**config.mk**
```make
export PLATFORM = sky130hd
export DESIGN_NAME = pgb_port9
export DESIGN_NICKNAME = d
export VERILOG_FILES = /design/src/pgb_pkg.sv /design/src/pgb_pin_cell.sv /design/src/pgb_port9.sv
export VERILOG_INCLUDE_DIRS = /design/src
export SDC_FILE = /design/constraint.sdc
export NUM_CORES = 1
export LEC_CHECK = 0
export BUFFER_PORTS_ARGS = -buffer_cell sky130_fd_sc_hd__buf_4
export CAP_MARGIN = 20
export CORE_ASPECT_RATIO = 1.75
export CORE_UTILIZATION = 42
export DETAILED_ROUTE_END_ITERATION = 12
export PLACE_DENSITY = 0.87
export SYNTH_ARGS = -nofsm -noshare
export SYNTH_HDL_FRONTEND = slang
export SYNTH_SLANG_ARGS = --single-unit
```
**constraint.sdc**
```tcl
create_clock -name hclk -period 1.8 [get_ports hclk]
set_input_delay 0.36 -clock hclk [delete_from_list [all_inputs] [get_ports hclk]]
set_output_delay 0.36 -clock hclk [all_outputs]
set_load 0.01 [all_outputs]
```
**src/pgb_map.svh**
```systemverilog
// Register indices, field positions and reset values of the port 9 block
`ifndef PGB_MAP_SVH
`define PGB_MAP_SVH

// Register indices; the byte address is four times the index
`define PGB_DIR_INDEX      16'hFFC0
`define PGB_DATA_INDEX     16'hFFC1
`define PGB_INDEX_PAD      14'h0000

// Reset and fixed values
`define PGB_DIR_RST        8'h00
`define PGB_DIR_EXP_FORCE  8'h40
`define PGB_DATA_RST       8'h00
`define PGB_DATA_RO_MASK   8'h40
`define PGB_WO_READ        8'h00
`define PGB_EXP_RESET_OE   8'h78
`define PGB_ALT_MASK       8'hF8
`define PGB_RDATA_PAD      24'h000000
`define PGB_RDATA_RST      32'h00000000

// Pin positions
`define PGB_BIT_IRQ_C      0
`define PGB_BIT_IRQ_B      1
`define PGB_BIT_IRQ_A      2
`define PGB_BIT_RD         3
`define PGB_BIT_WR         4
`define PGB_BIT_AS         5
`define PGB_BIT_CLK        6
`define PGB_BIT_WAIT       7

`endif

```
**src/pgb_pkg.sv**
```systemverilog
// Types shared by the port 9 block
`default_nettype none

package pgb_pkg;

  typedef enum logic {PGB_SINGLE_CHIP, PGB_EXPANDED} pgb_mode_t;

  typedef enum logic [1:0] {PGB_DP_IDLE, PGB_DP_WRITE, PGB_DP_READ} pgb_dphase_t;

  // Bus strobes and system clock level from the bus controller, active low strobes
  typedef struct packed {
    logic rd_n;
    logic wr_n;
    logic as_n;
    logic clk;
  } pgb_bus_ctl_t;

  // Requests to the interrupt controller and converter, active low
  typedef struct packed {
    logic irq_a_n;
    logic irq_b_n;
    logic irq_c_n;
    logic trig_n;
  } pgb_req_t;

endpackage

`default_nettype wire

```
**src/pgb_pin_cell.sv**
```systemverilog
// One pad of the port: function select, direction and standby float
`default_nettype none

module pgb_pin_cell (
  // Port register view
  input  wire logic gpio_dir,
  input  wire logic gpio_val,
  // Alternate function
  input  wire logic alt_sel,
  input  wire logic alt_oe,
  input  wire logic alt_val,
  // Standby
  input  wire logic hw_standby,
  // Pad
  output logic      pin_out,
  output logic      pin_oe
);

  ////////////////////////////////////////////////////////////////////////////
  // Alternate function overrides both port registers
  assign pin_oe  = !hw_standby && (alt_sel ? alt_oe : gpio_dir);
  assign pin_out = alt_sel ? alt_val : gpio_val;

endmodule

`default_nettype wire

```
**src/pgb_port9.sv**
```systemverilog
// Port 9: eight pin GPIO with bus strobes, clock output, wait and request inputs
//
// Function
// - Direction bit one makes the pin an output, zero an input.
// - Direction register write-only; resets to bit 6 set expanded, zero single-chip.
// - Data read gives latch for output pins, live pin level for input pins.
// - Latch-or-pin read also holds for pins in alternate functions.
// - Data bit 6 read-only pin level; other bits read/write, reset zero.
// - Pins 0-2 feed interrupt requests; pin 0 also feeds conversion trigger.
// - Expanded mode: pins 3,4,5 drive read, write, address strobes regardless.
// - Single-chip mode: pins 3,4,5 are plain GPIO.
// - Expanded mode: pin 6 outputs the system clock.
// - Single-chip mode: pin 6 input when direction zero, clock out when one.
// - Expanded mode: pin 7 is the bus wait input regardless.
// - Single-chip mode: pin 7 is plain GPIO.
// - After reset in single-chip mode all pins are inputs.
// - After reset expanded: pins 0-2 inputs, pins 3-7 bus and clock functions.
// - Hardware standby floats every pin.
// - Software standby holds pins; strobes and clock output held high.
`include "pgb_map.svh"
`default_nettype none

module pgb_port9 (
  // Clock, reset, clock enable
  input  wire logic                  hclk,
  input  wire logic                  hresetn,
  input  wire logic                  hce,
  // AHB-Lite slave
  input  wire logic                  hsel,
  input  wire logic [31:0]           haddr,
  input  wire logic [1:0]            htrans,
  input  wire logic                  hwrite,
  input  wire logic [2:0]            hsize,
  input  wire logic [31:0]           hwdata,
  input  wire logic                  hready,
  output logic                       hreadyout,
  output logic                       hresp,
  output logic [31:0]                hrdata,
  // Operating mode and standby
  input  wire logic                  expanded_mode,
  input  wire logic                  hw_standby,
  input  wire logic                  sw_standby,
  // Bus controller
  input  wire pgb_pkg::pgb_bus_ctl_t bus_ctl,
  output logic                       wait_n,
  // Interrupt controller and converter
  output pgb_pkg::pgb_req_t          req,
  // Pads
  input  wire logic [7:0]            pin_in,
  output logic [7:0]                 pin_out,
  output logic [7:0]                 pin_oe
);

  import pgb_pkg::*;

  ////////////////////////////////////////////////////////////////////////////
  // Declarations
  pgb_mode_t   mode_q;
  pgb_mode_t   mode;
  logic        mode_ok_q;
  logic        is_exp;
  pgb_dphase_t dphase_q;
  logic        sel_dir_q;
  logic        sel_data_q;
  logic        addr_take;
  logic        hit_dir;
  logic        hit_data;
  logic        wr_dir;
  logic        wr_data;
  logic [7:0]  ddr_q;
  logic [7:0]  ddr_d;
  logic [7:0]  dr_q;
  logic [7:0]  dr_d;
  logic [7:0]  dir_eff_q;
  logic [7:0]  dir_eff_d;
  logic [7:0]  rd_bits;
  logic [31:0] hrdata_q;
  logic [7:0]  alt_sel;
  logic [7:0]  alt_oe;
  logic [7:0]  alt_val;

  ////////////////////////////////////////////////////////////////////////////
  // Mode capture
  // Mode strap is caught on the first enabled edge after release; until then
  // the strap is read live so the reset pin state already matches the mode.
  // mode latch
  always_ff @(posedge hclk or negedge hresetn) begin
    if (!hresetn) begin
      mode_ok_q <= 1'b0;
      mode_q    <= PGB_SINGLE_CHIP;
    end else if (hce && !mode_ok_q) begin
      mode_ok_q <= 1'b1;
      mode_q    <= expanded_mode ? PGB_EXPANDED : PGB_SINGLE_CHIP;
    end
  end

  assign mode   = mode_ok_q ? mode_q : (expanded_mode ? PGB_EXPANDED : PGB_SINGLE_CHIP);
  assign is_exp = (mode == PGB_EXPANDED);

  ////////////////////////////////////////////////////////////////////////////
  // AHB-Lite slave
  // Zero wait states; a low clock enable stalls the bus instead of losing a transfer
  assign hreadyout = hce;
  assign hresp     = 1'b0;
  assign hrdata    = hrdata_q;
  assign addr_take = hsel && hready && htrans[1] && hce;
  assign hit_dir   = (haddr[31:2] == {`PGB_INDEX_PAD, `PGB_DIR_INDEX});
  assign hit_data  = (haddr[31:2] == {`PGB_INDEX_PAD, `PGB_DATA_INDEX});

  always_ff @(posedge hclk or negedge hresetn) begin
    if (!hresetn) begin
      dphase_q   <= PGB_DP_IDLE;
      sel_dir_q  <= 1'b0;
      sel_data_q <= 1'b0;
    end else if (hce) begin
      if (addr_take) begin
        dphase_q   <= hwrite ? PGB_DP_WRITE : PGB_DP_READ;
        sel_dir_q  <= hit_dir;
        sel_data_q <= hit_data;
      end else begin
        dphase_q   <= PGB_DP_IDLE;
        sel_dir_q  <= 1'b0;
        sel_data_q <= 1'b0;
      end
    end
  end

  // CPU is asleep in software standby, so writes are dropped to keep pins frozen
  assign wr_dir  = (dphase_q == PGB_DP_WRITE) && sel_dir_q && !sw_standby;
  assign wr_data = (dphase_q == PGB_DP_WRITE) && sel_data_q && !sw_standby;

  ////////////////////////////////////////////////////////////////////////////
  // Port registers
  // data bit 6 not stored
  always_comb begin
    ddr_d = ddr_q;
    dr_d  = dr_q;
    if (wr_dir) begin
      ddr_d = hwdata[7:0];
    end
    if (wr_data) begin
      dr_d = hwdata[7:0] & ~`PGB_DATA_RO_MASK;
    end
  end

  always_ff @(posedge hclk or negedge hresetn) begin
    if (!hresetn) begin
      ddr_q <= `PGB_DIR_RST;
    end else if (hce) begin
      ddr_q <= ddr_d;
    end
  end

  always_ff @(posedge hclk or negedge hresetn) begin
    if (!hresetn) begin
      dr_q <= `PGB_DATA_RST;
    end else if (hce) begin
      dr_q <= dr_d;
    end
  end

  // expanded bit 6 forced
  // Forcing through the mode keeps the expanded reset value without a mode-dependent reset
  assign dir_eff_q = ddr_q | (is_exp ? `PGB_DIR_EXP_FORCE : `PGB_DIR_RST);
  assign dir_eff_d = ddr_d | (is_exp ? `PGB_DIR_EXP_FORCE : `PGB_DIR_RST);

  ////////////////////////////////////////////////////////////////////////////
  // Alternate functions
  // strobes override registers
  always_comb begin
    alt_sel = is_exp ? `PGB_ALT_MASK : `PGB_DIR_RST;
    alt_oe  = `PGB_ALT_MASK;
    alt_val = `PGB_DIR_RST;
    alt_sel[`PGB_BIT_CLK]  = is_exp || ddr_q[`PGB_BIT_CLK];
    alt_oe[`PGB_BIT_WAIT]  = 1'b0;
    alt_val[`PGB_BIT_RD]   = bus_ctl.rd_n | sw_standby;
    alt_val[`PGB_BIT_WR]   = bus_ctl.wr_n | sw_standby;
    alt_val[`PGB_BIT_AS]   = bus_ctl.as_n | sw_standby;
    alt_val[`PGB_BIT_CLK]  = bus_ctl.clk | sw_standby;
  end

  assign wait_n = is_exp ? pin_in[`PGB_BIT_WAIT] : 1'b1;

  // requests follow pins
  // Requests see the pad level even while the pin is an output; see the
  // direction-bit caution for software
  assign req = '{irq_a_n: pin_in[`PGB_BIT_IRQ_A],
                 irq_b_n: pin_in[`PGB_BIT_IRQ_B],
                 irq_c_n: pin_in[`PGB_BIT_IRQ_C],
                 trig_n:  pin_in[`PGB_BIT_IRQ_C]};

  ////////////////////////////////////////////////////////////////////////////
  // Per pin pads and read-back
  for (genvar i = 0; i < 8; i++) begin : g_pin
    // bit 6 reads pin
    // Next-state values give a read right after a write the new contents
    if (i == `PGB_BIT_CLK) begin : g_clk
      assign rd_bits[i] = pin_in[i];
    end else begin : g_gpio
      assign rd_bits[i] = dir_eff_d[i] ? dr_d[i] : pin_in[i];
    end

    pgb_pin_cell u_cell (
      .gpio_dir   (dir_eff_q[i]),
      .gpio_val   (dr_q[i]),
      .alt_sel    (alt_sel[i]),
      .alt_oe     (alt_oe[i]),
      .alt_val    (alt_val[i]),
      .hw_standby (hw_standby),
      .pin_out    (pin_out[i]),
      .pin_oe     (pin_oe[i])
    );
  end

  ////////////////////////////////////////////////////////////////////////////
  // Read data
  // Write-only direction and unmapped addresses read as zero
  always_ff @(posedge hclk or negedge hresetn) begin
    if (!hresetn) begin
      hrdata_q <= `PGB_RDATA_RST;
    end else if (addr_take && !hwrite) begin
      if (hit_data) begin
        hrdata_q <= {`PGB_RDATA_PAD, rd_bits};
      end else if (hit_dir) begin
        hrdata_q <= {`PGB_RDATA_PAD, `PGB_WO_READ};
      end else begin
        hrdata_q <= `PGB_RDATA_RST;
      end
    end
  end
endmodule

`default_nettype wire

```
==> results.md <==
* Vias per cell at 5.22
* Port buffer count at 89
* Initial Utilization at 0.438
* Final WL at 5050 um
* Peak VDD IR at 0.454 mV
* Fill count at 432
* Seq cells post-synth at 29
* Largest family of logic cells by synthesized area: simple AND/OR/NAND/NOR gates
* Routed length per instance at 14.2 um
* Setup violations, final at 0
* Vias in the first global route at 1703
* Compound-Gate Fraction of Synth Area at 0.122
* Depth of the CTS H-tree at 2
* CTS tree: done
* Die Footprint at 5200 um^2
* Critical-path maximum fanout at 4
* Synth cell types at 39
* Fin nets at 392
* Ys Warns at 0
* Period utilization at 0.973
* Utilization after layout at 0.566
* Crit end category: output pin
* Die width at 55.0 um
* Register area share after synthesis at 0.352
* Clock Path Buffers at 2
* DRC violations left at 0
* Worst hold-check path type: input pin to async pin
* Layout cells sized above 1 at 0.446
* Number of CTS-inserted buffers at 5
* Status: finished, violations left
* FP Rows at 33
* Initial antenna violation count at 0
* Clk_skew at 6.49 ps
* Placed cells at 344
* Area grow syn2layout at 29.2%
* Simple-gate share of the synthesized area at 0.223
* Mux share of post-synthesis cell area at 0.103
* Sw Ratio at 0.255
* Core area at 4710 um^2
* Post-Synthesis Cell Area at 2060 um^2
* Leakage at 1.30 nW
* Worst R2R Start: dphase_q[1]
* Total GRT Usage at 0.206
* Req. time, crit path at 1440 ps
* Root buffer cell: clkbuf_8
* Mapped Cells at 228
* Hpwl dp at 3910 um
* Max-Cap Viols at 0
* First-pass GRT wire length at 7690 um
* Final min period at 1750 ps
* Crit Path Category: flip-flop to output pin
* Syn Area/Cell at 9.04 um^2
* WP data arrival at 1390 ps
* Cell-internal power at 1.08 mW
* Die Ht at 94.7 um
* Layout Cells excl Fill at 355
* Final Hold Vio Count at 1
* Failing checks: hold timing
* Routed Antenna Nets at 0
* Synth Area in XOR/XNOR at 0
* GPL Wtd Cong at 0.791
* Worst Setup SP: mode_ok_q
* Worst-path clk slew at 60 ps
* Synth Area in Adders at 0
* Top-level I/O count at 145
* Clk Latency, worst-skew pair at 280 ps
* Fmax at 0.571 GHz
* Pwr per Cell Area at 543 nW/um^2
* Comb power frac at 0.198
* Clk sinks at 29
* Largest net degree at the start of global routing at 30
* Initial DRC count at 34
* Startpoint types: flip-flop
* Design area at 2660 um^2
* Final Hold Slack at -0.262 ps
* Slew Viols, Final at 0
* Cell Area, Placed at 2520 um^2
* Congestion Overflow GR at 0
* Vias post-DR at 1852
* TritonRoute pass-1 iters at 4
* Switching component of the power at 0.368 mW
* Sequential share of power at 0.458
* Ant diodes at 0
* Clock power share at 0.345
## cells in the mapped netlist
cell type / number / share of area
nor4_1: 2 / 0.0061
inv_1: 5 / 0.0091
nor4b_1: 1 / 0.0042
nand2b_1: 3 / 0.0091
mux2i_1: 1 / 0.0049
clkbuf_1: 1 / 0.0018
nand3_4: 2 / 0.017
a21oi_1: 7 / 0.017
and2_1: 1 / 0.0030
nand4_1: 4 / 0.012
nand2b_2: 1 / 0.0042
o21ai_2: 1 / 0.0042
buf_4: 48 / 0.17
nor2_1: 11 / 0.020
nand3_1: 6 / 0.015
o2bb2ai_1: 2 / 0.0085
mux2_2: 18 / 0.098
buf_2: 2 / 0.0049
nand4bb_1: 1 / 0.0055
a311oi_1: 5 / 0.021
clkbuf_2: 1 / 0.0024
dfrtp_1: 29 / 0.35
buf_6: 1 / 0.0055
conb_1: 1 / 0.0018
nand3b_1: 2 / 0.0073
o2111ai_1: 2 / 0.0085
nor3b_1: 1 / 0.0036
nand2_1: 31 / 0.056
a32o_1: 2 / 0.0097
o21ai_1: 8 / 0.019
and3_1: 5 / 0.015
or4_4: 1 / 0.0055
nor3b_4: 1 / 0.0091
or2_2: 2 / 0.0061
o21ai_0: 12 / 0.029
nor2b_1: 3 / 0.0091
nor3_1: 1 / 0.0024
a22o_1: 1 / 0.0042
nor4_2: 2 / 0.012
## layout by cell type (no fill, tap or decap), drive strengths merged, types with 3 or more instances in the layout
| master | synthesis | routed |
|---|---|---|
| a21oi | 7 | 7 |
| a311oi | 5 | 5 |
| and3 | 5 | 5 |
| buf | 51 | 95 |
| clkbuf | 2 | 8 |
| conb | 1 | 25 |
| dfrtp | 29 | 29 |
| inv | 5 | 5 |
| mux2 | 18 | 19 |
| nand2 | 31 | 31 |
| nand2b | 4 | 4 |
| nand3 | 8 | 8 |
| nand4 | 4 | 4 |
| nor2 | 11 | 11 |
| nor2b | 3 | 3 |
| nor4 | 4 | 4 |
| o21ai | 21 | 21 |
## metal layers
metal,up-vias,share of wire,track usage
li1,873,-,-
met1,869,0.33,0.199
met2,103,0.58,0.403
met3,7,0.080,0.0370
met4,0,0.014,0.0688
met5,-,0,0
## per-stage QoR
stage	setup TNS (ps)	setup WS, ps	total power, mW	hold slack, ps
floorplan	0	336	0.835	64.4
global placement	-195	-33.6	0.935	304
detailed placement	-63.9	-23.0	0.941	307
CTS	0	17.6	1.45	11.7
global route	-12.2	-12.2	1.51	28.7
finish	0	49.2	1.45	-0.262
## final timing paths
kind | endpoint | slack (ps) | cells after the start
setup reg to reg | hrdata[1] | 210 | 5
max in group asynchronous | mode_ok_q | 1510 | 1
min in group hclk | ddr_q[6] | 320 | 2
hold reg to reg | hrdata[3] | 480 | 2
setup / recovery | pin_out[3] | 50 | 4
hold / removal | ddr_q[6] | -0.3 | 1
## final cells by class
cell class	instances	area, um^2	share of cell area
timing repair buffer	95	717	0.269
clock buffer	8	80.1	0.0301
inverter	5	18.8	0.00705
multi-input combinational	166	1060	0.396
sequential	29	727	0.273
tap	52	65.1	0.0244
## power by group through the flow
stage	clock network, mW	registers (mW)	logic [mW]
detailed placement	0	0.672	0.269
global placement	0	0.671	0.264
floorplan	0	0.671	0.164
finish	0.498	0.662	0.286
CTS	0.511	0.660	0.275
global route	0.532	0.662	0.313
## critical path: stages, from the launching register on
cell and delay [ps]:
dfrtp_2 420, mux2_2 400, o21ai_0 90, nand2_1 70, buf_4 140
## flip-flops by register name, summed over array words and instances (netlist names)
signal and cells:
ddr_q 8, hrdata 8, dr_q 7, dphase_q 2, mode_ok_q 1, mode_q 1
sel_data_q 1, sel_dir_q 1
## repair_timing
item                       4_1_cts  5_1_grt
setup endpoints to repair        8        5
hold buffers                     0        0
gates cloned                     0        1
resized for setup                1        8
setup buffers                    2        0
## cells by family after synthesis
family,count (synthesis)
and+or+nand+nor,81
buffers and inverters,58
AOI/OAI and AO/OA,40
DFF,29
muxes,19
other,1
Power figures use the tool's default switching activity.
